--- config.mk ---
export PLATFORM = sky130hd
export DESIGN_NAME = ipc_top
export DESIGN_NICKNAME = d
export VERILOG_FILES = /design/src/rtl/ipc_pend_cell.v /design/src/rtl/ipc_arbiter.v /design/src/rtl/ipc_top.v
export VERILOG_INCLUDE_DIRS = /design/src /design/src/rtl
export SDC_FILE = /design/constraint.sdc
export NUM_CORES = 1
export LEC_CHECK = 0
export BUFFER_PORTS_ARGS = -buffer_cell sky130_fd_sc_hd__buf_2
export CAP_MARGIN = 20
export CORE_ASPECT_RATIO = 1.75
export CORE_MARGIN = 2
export CORE_UTILIZATION = 45
export CTS_CLUSTER_DIAMETER = 100
export DETAILED_ROUTE_END_ITERATION = 8
export PLACE_DENSITY = 0.65
export SETUP_SLACK_MARGIN = 0.2
export SYNTH_ARGS = -nofsm -noshare
export SYNTH_HDL_FRONTEND = slang
export SYNTH_HIERARCHICAL = 1
export SYNTH_SLANG_ARGS = --single-unit
--- constraint.sdc ---
create_clock -name sys_clk -period 4.57 [get_ports sys_clk]
set_clock_uncertainty 0.15 [all_clocks]
set_input_delay 0.2285 -clock sys_clk [delete_from_list [all_inputs] [get_ports sys_clk]]
set_output_delay 0.2285 -clock sys_clk [all_outputs]
set_load 0.02 [all_outputs]
--- src/rtl/ipc_consts.vh ---
// Constants for the pending-clear and priority block.
`ifndef IPC_CONSTS_VH
`define IPC_CONSTS_VH
`define IPC_ADDR_W 12
`define IPC_NUM_LINES 32
`define IPC_NUM_PRI_LINES 12
`define IPC_PRI_W 2
`define IPC_VEC_FIRST 16
`define IPC_VEC_LAST 47
`define IPC_OFF_ENABLE_SET 12'h100
`define IPC_OFF_ENABLE_CLEAR 12'h180
`define IPC_OFF_PENDING_SET 12'h200
`define IPC_OFF_PENDING_CLEAR 12'h280
`define IPC_OFF_PRIORITY0 12'h400
`define IPC_OFF_PRIORITY1 12'h404
`define IPC_OFF_PRIORITY2 12'h408
`define IPC_OFF_IRQ_STATUS 12'h600
`define IPC_OFF_IRQ_CLEAR 12'h604
`define IPC_OFF_IRQ_ENABLE 12'h608
`define IPC_PRI_LSB 6
`define IPC_RESET_WORD 32'h0000_0000
`define IPC_EVT_W 2
`define IPC_EVT_PEND_ROSE 0
`define IPC_EVT_PEND_CLEARED 1
`endif

--- src/rtl/ipc_pend_cell.v ---
// One interrupt line's pending and enable state.
`timescale 1ns/1ps
`default_nettype none
module ipc_pend_cell (
  // Clock and reset
  input wire sys_clk,
  input wire arst_n,
  // Controls
  input wire hw_req,
  input wire pend_set,
  input wire pend_clr,
  input wire ena_set,
  input wire ena_clr,
  // State
  output reg pend_q,
  output reg ena_q
);
  // Setting wins over clearing so a request landing with a clear is kept.
  always @(posedge sys_clk or negedge arst_n) begin
    if (!arst_n) begin
      pend_q <= 1'b0;
      ena_q <= 1'b0;
    end else begin
      if (hw_req || pend_set) begin
        pend_q <= 1'b1;
      end else if (pend_clr) begin
        pend_q <= 1'b0;
      end
      if (ena_set) begin
        ena_q <= 1'b1;
      end else if (ena_clr) begin
        ena_q <= 1'b0;
      end
    end
  end
endmodule // ipc_pend_cell
`default_nettype wire

--- src/rtl/ipc_arbiter.v ---
// Picks the most urgent enabled pending line among those with a priority field.
`timescale 1ns/1ps
`default_nettype none
`include "ipc_consts.vh"
module ipc_arbiter (
  // Candidates
  input wire [`IPC_NUM_PRI_LINES-1:0] active,
  input wire [`IPC_NUM_PRI_LINES*`IPC_PRI_W-1:0] prio_flat,
  // Choice
  output reg win_valid,
  output reg [3:0] win_line,
  output reg [`IPC_PRI_W-1:0] win_prio
);
  integer i;
  reg [`IPC_PRI_W-1:0] p;
  // Strictly smaller wins, so ties go to the lower line number.
  always @* begin
    win_valid = 1'b0;
    win_line = 4'h0;
    win_prio = 2'h3;
    p = 2'h0;
    for (i = 0; i < `IPC_NUM_PRI_LINES; i = i + 1) begin
      p = prio_flat[i*`IPC_PRI_W +: `IPC_PRI_W];
      if (active[i] && (!win_valid || p < win_prio)) begin
        win_valid = 1'b1;
        win_line = i[3:0];
        win_prio = p;
      end
    end
  end
endmodule // ipc_arbiter
`default_nettype wire

--- src/rtl/ipc_top.v ---
// Pending-clear, pending-set and enable registers for 32 interrupt lines, priority registers for lines 0-11.
// Overview of operation
// - Bit n maps to line n, vectors 16-47.
// - Writing one clears pending; zero leaves it.
// - Reading pending-clear returns current pending status.
// - Four 2-bit priority fields per word.
// - Smaller priority value wins among enabled pending lines 0-11.
// - Pending and priority words reset to zero.
// - Priority words at 0x400, 0x404, 0x408, read/write.
// - Writing one to pending-set makes line pending.
// - Enable set/clear by ones; both read status.
//
// Chosen here: the address-and-strobe port.
`timescale 1ns/1ps
`default_nettype none
`include "ipc_consts.vh"
module ipc_top (
  // Clock and reset
  input wire sys_clk,
  input wire arst_n,
  // Register port
  input wire [`IPC_ADDR_W-1:0] reg_addr,
  input wire [31:0] reg_wdata,
  input wire reg_wr,
  input wire reg_rd,
  output reg [31:0] reg_rdata_q,
  // Peripheral interrupt lines, one-cycle or level requests
  input wire [`IPC_NUM_LINES-1:0] irq_req,
  // Arbitration result
  output reg sel_valid_q,
  output reg [3:0] sel_line_q,
  output reg [7:0] sel_vector_q,
  output reg [`IPC_PRI_W-1:0] sel_prio_q,
  // Event interrupt
  output wire evt_irq
);
  wire wr_pclr = reg_wr && (reg_addr == `IPC_OFF_PENDING_CLEAR);
  wire wr_pset = reg_wr && (reg_addr == `IPC_OFF_PENDING_SET);
  wire wr_eset = reg_wr && (reg_addr == `IPC_OFF_ENABLE_SET);
  wire wr_eclr = reg_wr && (reg_addr == `IPC_OFF_ENABLE_CLEAR);
  wire [`IPC_NUM_LINES-1:0] pend;
  wire [`IPC_NUM_LINES-1:0] ena;
  reg [`IPC_NUM_LINES-1:0] pend_prev_q;
  reg [`IPC_PRI_W-1:0] prio_q [0:`IPC_NUM_PRI_LINES-1];
  wire [`IPC_NUM_PRI_LINES*`IPC_PRI_W-1:0] prio_flat;
  reg [`IPC_EVT_W-1:0] evt_stat_q;
  reg [`IPC_EVT_W-1:0] evt_en_q;
  wire [`IPC_EVT_W-1:0] evt_hit;
  wire win_valid;
  wire [3:0] win_line;
  wire [`IPC_PRI_W-1:0] win_prio;
  reg [31:0] rdata_d;
  integer k;

  genvar g;
  generate
    for (g = 0; g < `IPC_NUM_LINES; g = g + 1) begin : g_line
      // Bit g of every line-wide register is line g.
      ipc_pend_cell u_cell (
        .sys_clk(sys_clk),
        .arst_n(arst_n),
        .hw_req(irq_req[g]),
        .pend_set(wr_pset && reg_wdata[g]),
        .pend_clr(wr_pclr && reg_wdata[g]),
        .ena_set(wr_eset && reg_wdata[g]),
        .ena_clr(wr_eclr && reg_wdata[g]),
        .pend_q(pend[g]),
        .ena_q(ena[g])
      );
    end
    for (g = 0; g < `IPC_NUM_PRI_LINES; g = g + 1) begin : g_prio
      assign prio_flat[g*`IPC_PRI_W +: `IPC_PRI_W] = prio_q[g];
    end
  endgenerate

  // Priority storage: only the top two bits of each byte are kept.
  always @(posedge sys_clk or negedge arst_n) begin
    if (!arst_n) begin
      for (k = 0; k < `IPC_NUM_PRI_LINES; k = k + 1) begin
        prio_q[k] <= 2'h0;
      end
    end else if (reg_wr) begin
      for (k = 0; k < `IPC_NUM_PRI_LINES; k = k + 1) begin
        if (reg_addr == `IPC_OFF_PRIORITY0 + (k / 4) * 4) begin
          prio_q[k] <= reg_wdata[(k % 4) * 8 + `IPC_PRI_LSB +: `IPC_PRI_W];
        end
      end
    end
  end

  // Events: a line becoming pending, and a pending line removed by software.
  assign evt_hit[`IPC_EVT_PEND_ROSE] = |(pend & ~pend_prev_q);
  assign evt_hit[`IPC_EVT_PEND_CLEARED] = wr_pclr && |(reg_wdata & pend);
  always @(posedge sys_clk or negedge arst_n) begin
    if (!arst_n) begin
      pend_prev_q <= `IPC_RESET_WORD;
      evt_stat_q <= 2'h0;
      evt_en_q <= 2'h0;
    end else begin
      pend_prev_q <= pend;
      // A new event outranks a clear written in the same cycle.
      if (reg_wr && reg_addr == `IPC_OFF_IRQ_CLEAR) begin
        evt_stat_q <= (evt_stat_q & ~reg_wdata[`IPC_EVT_W-1:0]) | evt_hit;
      end else begin
        evt_stat_q <= evt_stat_q | evt_hit;
      end
      if (reg_wr && reg_addr == `IPC_OFF_IRQ_ENABLE) begin
        evt_en_q <= reg_wdata[`IPC_EVT_W-1:0];
      end
    end
  end
  assign evt_irq = |(evt_stat_q & evt_en_q);

  ipc_arbiter u_arb (
    .active(pend[`IPC_NUM_PRI_LINES-1:0] & ena[`IPC_NUM_PRI_LINES-1:0]),
    .prio_flat(prio_flat),
    .win_valid(win_valid),
    .win_line(win_line),
    .win_prio(win_prio)
  );

  always @(posedge sys_clk or negedge arst_n) begin
    if (!arst_n) begin
      sel_valid_q <= 1'b0;
      sel_line_q <= 4'h0;
      sel_vector_q <= 8'h00;
      sel_prio_q <= 2'h0;
    end else begin
      sel_valid_q <= win_valid;
      sel_line_q <= win_line;
      sel_vector_q <= win_valid ? (8'd`IPC_VEC_FIRST + {4'h0, win_line}) : 8'h00;
      sel_prio_q <= win_prio;
    end
  end

  // Read mux; unmapped offsets read zero.
  always @* begin
    rdata_d = 32'h0000_0000;
    case (reg_addr)
      `IPC_OFF_PENDING_CLEAR: rdata_d = pend;
      `IPC_OFF_PENDING_SET: rdata_d = pend;
      `IPC_OFF_ENABLE_SET: rdata_d = ena;
      `IPC_OFF_ENABLE_CLEAR: rdata_d = ena;
      `IPC_OFF_PRIORITY0: rdata_d = {prio_q[3], 6'h00, prio_q[2], 6'h00, prio_q[1], 6'h00, prio_q[0], 6'h00};
      `IPC_OFF_PRIORITY1: rdata_d = {prio_q[7], 6'h00, prio_q[6], 6'h00, prio_q[5], 6'h00, prio_q[4], 6'h00};
      `IPC_OFF_PRIORITY2: rdata_d = {prio_q[11], 6'h00, prio_q[10], 6'h00, prio_q[9], 6'h00, prio_q[8], 6'h00};
      `IPC_OFF_IRQ_STATUS: rdata_d = {30'h0, evt_stat_q};
      `IPC_OFF_IRQ_ENABLE: rdata_d = {30'h0, evt_en_q};
      default: rdata_d = 32'h0000_0000;
    endcase
  end

  always @(posedge sys_clk or negedge arst_n) begin
    if (!arst_n) begin
      reg_rdata_q <= `IPC_RESET_WORD;
    end else begin
      reg_rdata_q <= reg_rd ? rdata_d : 32'h0000_0000;
    end
  end
endmodule // ipc_top
`default_nettype wire

After elaboration in Yosys (flattened, before gate mapping)
Index checks and enable logic that the tools add are counted.

storage, ports and cells
  register bits = 169

cells by class
  multiplexer cells = 167
  add/sub/neg operators = 1
  equal/unequal tests = 10
  $lt $le $gt $ge = 11
  bitwise logic cells = 9
  reduce and logical (&&, ||, !) cells = 272

operator list
  operator                                                number
  one-hot mux 32 bit (7 select lines)                     1
  logical AND 1 bit                                       146
  2-to-1 mux 1 bit                                        141
  nonzero test 2 bit                                      64
  equality test 12 x 11 -> 1 bit (second input constant)  6
  AND 32 bit                                              2
  OR reduction 32 bit                                     2
  logical OR 1 bit                                        43
  2-to-1 mux 32 bit                                       1
  inverter 32 bit                                         1
  2-to-1 mux 2 bit                                        15
  equality test 12 x 10 -> 1 bit (second input constant)  2
  equality test 12 x 9 -> 1 bit (second input constant)   2
  < comparator 2 bit                                      11
  2-to-1 mux 4 bit                                        4
  AND 12 bit                                              1
  2-to-1 mux 3 bit                                        4
  zero test 1 bit                                         11
  adder 5 x 4 -> 6 bit (first input constant)             1
  2-to-1 mux 6 bit                                        1
  AND reduction 2 bit                                     3
  OR reduction 2 bit                                      3
  AND 2 bit                                               2
  OR 2 bit                                                2
  inverter 2 bit                                          1

Depth between registers and ports, before layout
  depth in word-level cells = 48
  mapped depth = 19
  gate-level depth less buffers = 18

By module
The synthesis kept the hierarchy.

modules (own cells, without submodules)
  module         area an instance (um2)  seq. area each (um2)  times used  cells each
  ipc_top        5362.6                  2577.5                1           517
  ipc_pend_cell  73.8                    50.0                  32          7
  ipc_arbiter    1073.5                  0.0                   1           159

Worst setup path after synthesis
No wires, ideal clock.

  kind = reg-to-reg
  start = register g_line[0].u_cell.pend_q
  end = register sel_vector_q[0]
  library setup time = 0.066 ns
  stages on the path, launching flop included = 20
  data arrival time = 3.578 ns
  path slack = 0.776 ns
  buffers on the path = 1
  cells stage by stage = dfrtp_1 and2_1 nand2b_1 nand3_2 buf_6 nor3_1 nand2_1 nor2_1 inv_1 ha_1 or4bb_1 o211ai_1 o21ai_1 mux2i_1 ha_1 nor3b_1 a22oi_2 and2b_1 a31oi_1 and2_1

on the way
  longest elaborated chain between the ends = 48
  elaborated cells on any way between the ends = 81
  those cells by class = add/sub (1); order compare (11); mux (35); bitwise (1); reduce/logical (33)

RTL lines
  item                                                   line                RTL
  from (decl)                                            ipc_pend_cell.v:15  output reg pend_q,
  from (signal assigned)                                 ipc_pend_cell.v:21  pend_q <= 1'b0;
  from (signal assigned)                                 ipc_pend_cell.v:25  pend_q <= 1'b1;
  from (signal assigned)                                 ipc_pend_cell.v:27  pend_q <= 1'b0;
  AND 12 bit (*)                                         ipc_top.v:115       .active(pend[`IPC_NUM_PRI_LINES-1:0] & ena[`IPC_NUM_PRI_LINES-1:0]),
  2-to-1 mux 2 bit or 2-to-1 mux 1 bit (tied branches)   ipc_arbiter.v:24    if (active[i] && (!win_valid || p < win_prio)) begin
  < comparator 2 bit or zero test 1 bit (tied branches)  ipc_arbiter.v:24
  logical OR 1 bit                                       ipc_arbiter.v:24
  logical AND 1 bit                                      ipc_arbiter.v:24
  2-to-1 mux 2 bit or 2-to-1 mux 1 bit (tied branches)   ipc_arbiter.v:24
  < comparator 2 bit or zero test 1 bit (tied branches)  ipc_arbiter.v:24
  logical OR 1 bit                                       ipc_arbiter.v:24
  [33 not listed]                                        --
  2-to-1 mux 2 bit or 2-to-1 mux 1 bit (tied branches)   ipc_arbiter.v:24
  < comparator 2 bit or zero test 1 bit (tied branches)  ipc_arbiter.v:24
  logical OR 1 bit                                       ipc_arbiter.v:24
  logical AND 1 bit                                      ipc_arbiter.v:24
  2-to-1 mux 4 bit (*)                                   ipc_arbiter.v:24
  net win_line[0]                                        ipc_top.v:50        wire [3:0] win_line;
  adder 5 x 4 -> 6 bit (*)                               ipc_top.v:131       sel_vector_q <= win_valid ? (8'd`IPC_VEC_FIRST + {4'h0, win_line}) : 8'h00;
  2-to-1 mux 6 bit (*)                                   ipc_top.v:131
  to (signal assigned)                                   ipc_top.v:131
  to (decl)                                              ipc_top.v:32        output reg [7:0] sel_vector_q,

The timed path passes the listed nets; every way through them passes the cells marked *.
A chain may end at the register's enable or synchronous reset.

Worst setup path in the final report
Same ends and word-level chain as after synthesis.

==> results.py <==
metrics = {
    "pwr": {
        "clockPowerShare_pct": 45.6,
        "peakVddDrop_mv": 0.243,
        "netSwitchingPower_w": 0.000821,
        "power_density_nw_per_um2": 286,
        "swShare_pct": 26.1,
        "p_int_w": 0.00232,
        "pwr-share-seq_pct": 47.3,
        "p_leak_nw": 5.52,
        "pwr-share-comb_pct": 7.1,
    },
    "synth": {
        "synth-edff-count": 0,
        "ys_types": 86,
        "ys_warn_count": 6,
        "synth_top_area_cell": "dfrtp_1",
        "synth_ff_type": "dfrtp_1",
        "avgSynthCellArea_sq_um": 9.78,
        "synth-seq-area-share_pct": 47.5,
        "synth_top_cells_by_area": "dfrtp_1, and2_1, inv_1",
        "synthArstFlopShare_pct": 100,
        "ys_seq_elements": 167,
        "synth_cells": 900,
        "syn_area_sq_um": 8800,
        "yosysTopAreaCellShare_pct": 47.5,
    },
    "floorplan": {
        "coreArea_sq_um": 19200,
        "die_w_um": 110,
        "die-area_sq_um": 20700,
        "io_pins": 128,
        "num_rows": 67,
        "start_util_pct": 45.8,
        "die_y_um": 189,
    },
    "setup_path": {
        "worstPathRequired_ns": 4.79,
        "path_max_fanout": 8,
        "cp.arrival_ns": 4.41,
        "critPathKind": "reg -> reg",
        "cp_cell_sequence": "and2_2, and4b_1, a2111oi_0, a221o_2, a211o_1, a21boi_2, o31ai_2, nor4b_2, o21ai_2, mux2i_1, ha_2, o22ai_1, a22oi_2, and2b_1, a31oi_1, and2_1",
        "endpoint_kind": "flop",
        "crit_path_start": "g_line[0].u_cell/pend_q",
        "critPathSlowestCell": "a2111oi_0",
        "slowest_delay_ns": 0.45,
        "startpoint_type": "flop",
        "critical_path.reg2reg.startpoint": "g_line[0].u_cell/pend_q",
        "ff2ff_path_depth": 16,
    },
    "clocking": {
        "htree_num_levels": 4,
        "clk_path_buf_depth": 2,
        "clkSinkCount": 167,
        "clock_latency_ns": 0.43,
        "cts_tree": "yes",
        "numCtsBuffers": 17,
        "clockRootBuffer": "clkbuf_16",
        "cts.clk_slew.worst_paths_ns": 0.07,
    },
    "layout": {
        "final_common_cell": "dfrtp_1",
        "mostFrequentLayoutCells": "dfrtp_1, and2_1, buf_2, inv_1, nor2_1",
        "drive_gt1_share_pct": 21.8,
        "fin_util_pct": 57.2,
        "area_growth_pct": 24.9,
        "n_antenna_cell": 0,
        "finish.net_count": 1173,
    },
    "sta": {
        "worst_pin_slew_ns": 1.08,
        "fin_tns_setup_ns": 0,
        "drv_slew": 0,
        "max_freq_mhz": 239,
        "rsz0062_at_grt": "false",
        "hold_viol_final": 0,
        "post-route-min-period_ns": 4.19,
        "relSlewSlack_pct": 27.6,
        "finalCritPeriodShare_pct": 91.7,
        "setup_viol": 0,
    },
    "route": {
        "vias_per_cell": 5.59,
        "drc": 0,
        "drt-total-wl_um": 26600,
        "vias": 7512,
        "dr.pass1.iters": 5,
        "final_antenna_net_count": 0,
        "initialDrtViolationCount": 488,
        "avgRoutedWirePerCell_um": 19.8,
    },
    "min_path": {
        "hp-start": "reg_wdata[2]",
        "hold_depth": 3,
        "hp-class": "in -> reg",
    },
    "global_routing": {
        "antenna_found_initial": 0,
        "grt_max_degree": 97,
        "grt_overflow": 0,
        "grt_pass1_vias": 7567,
        "grt_pass1_wl_um": 41000,
        "grtUsageTotal_pct": 26.6,
    },
    "placement": {
        "routabilityCongestion": 0.877,
        "portBuffers": 124,
        "place_hpwl_um": 19000,
    },
    "run_status": {
        "outcome": "completed",
    },
    "job": {
        "cap_violations": 0,
    },
}
-- metal layers --
layer | wire (um) | share of wire [%] | vias up | track usage (%)
li1 | - | - | 3499 | -
met1 | 9630 | 36 | 3731 | 29.1
met2 | 14900 | 56 | 221 | 47.8
met3 | 799 | 3.0 | 61 | 3.41
met4 | 1340 | 5.0 | 0 | 15.2
met5 | 0 | 0 | - | 0
-- synthesized netlist by cell type (2+ instances only) --
cell type and n:
dfrtp_1 167, and2_1 139, inv_1 103, nor2_1 77, a22oi_1 41, o21ai_1 35, a21o_1 33, mux2_2 25
nand2b_1 25, buf_2 22, nand2_1 20, nor3_1 13, nor2b_1 12, a21oi_1 11, mux2i_1 11, o22ai_1 11
a22o_1 10, nand4_1 10, a211oi_1 8, a222oi_1 7, nor4_1 7, o21ai_0 7, nand3_1 5, o2111ai_1 5
buf_4 4, clkbuf_1 4, nand3_2 4, nor4b_2 4, o211ai_1 4, and4b_1 3, nand3b_1 3, o21a_1 3
o31ai_1 3, a211o_1 2, a2bb2oi_1 2, a41oi_1 2, ha_1 2, mux2_1 2, nor3b_1 2, nor4_4 2
o221ai_1 2, o31a_1 2, o32ai_1 2, or3_1 2
-- power groups by stage --
stage | Clock [W] | Sequential [W] | Combinational (W)
after CTS | 0.00147 | 0.00149 | 0.000220
after floorplan | 0 | 0.00152 | 0.0000668
after global routing | 0.00153 | 0.00149 | 0.000241
after detailed placement | 0 | 0.00151 | 0.000189
after global placement | 0 | 0.00151 | 0.000188
final | 0.00143 | 0.00149 | 0.000222
-- worst max-delay path: cells and delay by family, from the launching register on --
kind	cells	cell delay, ns
flops	1	0.43
compound gates	9	2.06
mux	1	0.27
simple gates	5	0.92
fa+ha+maj	1	0.31
-- stage by stage --
stage / setup WS [ns] / area [sq um] / hold slack, ns / total power, W / std cells
floorplan: 0.776 / 8810 / -0.217 / 0.00158 / 902
finish: 0.379 / 11000 / 0.00581 / 0.00314 / 1345
CTS: 0.262 / 10900 / 0.00272 / 0.00317 / 1338
detailed placement: 0.296 / 9680 / 0.233 / 0.00170 / 1248
global placement: 0.381 / 9680 / 0.222 / 0.00170 / 1248
global route: 0.220 / 11000 / 0.0108 / 0.00326 / 1345
-- final timing paths --
path	to	slack [ns]
worst max-delay path	sel_vector_q[0]	0.38
worst min-delay path	g_line[2].u_cell/pend_q	0.006
worst max register to register	sel_vector_q[0]	0.38
worst min register to register	pend_prev_q[24]	0.32
max in group asynchronous	pend_prev_q[27]	2.83
min in group asynchronous	reg_rdata_q[29]	0.27
-- cells by family after synthesis --
| kind of cell | Yosys count | synth area share, % |
|---|---|---|
| simple gates | 340 | 22.8 |
| compound gates | 213 | 18.0 |
| flops | 167 | 47.5 |
| buf+inv | 137 | 6.41 |
| mux | 38 | 4.71 |
| fa+ha+maj | 3 | 0.398 |
| other cells | 1 | 0.0426 |
| xor+xnor | 1 | 0.0996 |
-- sequential cells by signal, indices dropped and copies added (netlist names) --
name                  flops
evt_en_q                  2
g_line.u_cell/pend_q     32
sel_vector_q              5
sel_prio_q                2
prio_flat                24
sel_line_q                4
evt_stat_q                2
pend_prev_q              32
reg_rdata_q              32
g_line.u_cell/ena_q      32
-- final cells by class --
cell class | instances | area, sq um
well taps | 241 | 302
clock buffers | 18 | 439
repair buffers | 202 | 1360
clock inverters | 14 | 153
inverters | 105 | 394
flip-flops and latches | 167 | 4180
fillers | 1703 | 8210
multi-input cells | 598 | 4160
-- repair_timing --
item / 4_1_cts / 5_1_grt
hold buffers: 58 / 0
hold endpoints to repair: 137 / 0
endpoints found under the setup margin: 0 / 10
setup buffers: 0 / 6
gates resized for setup: 0 / 15
(Power assumes the default switching activity.)
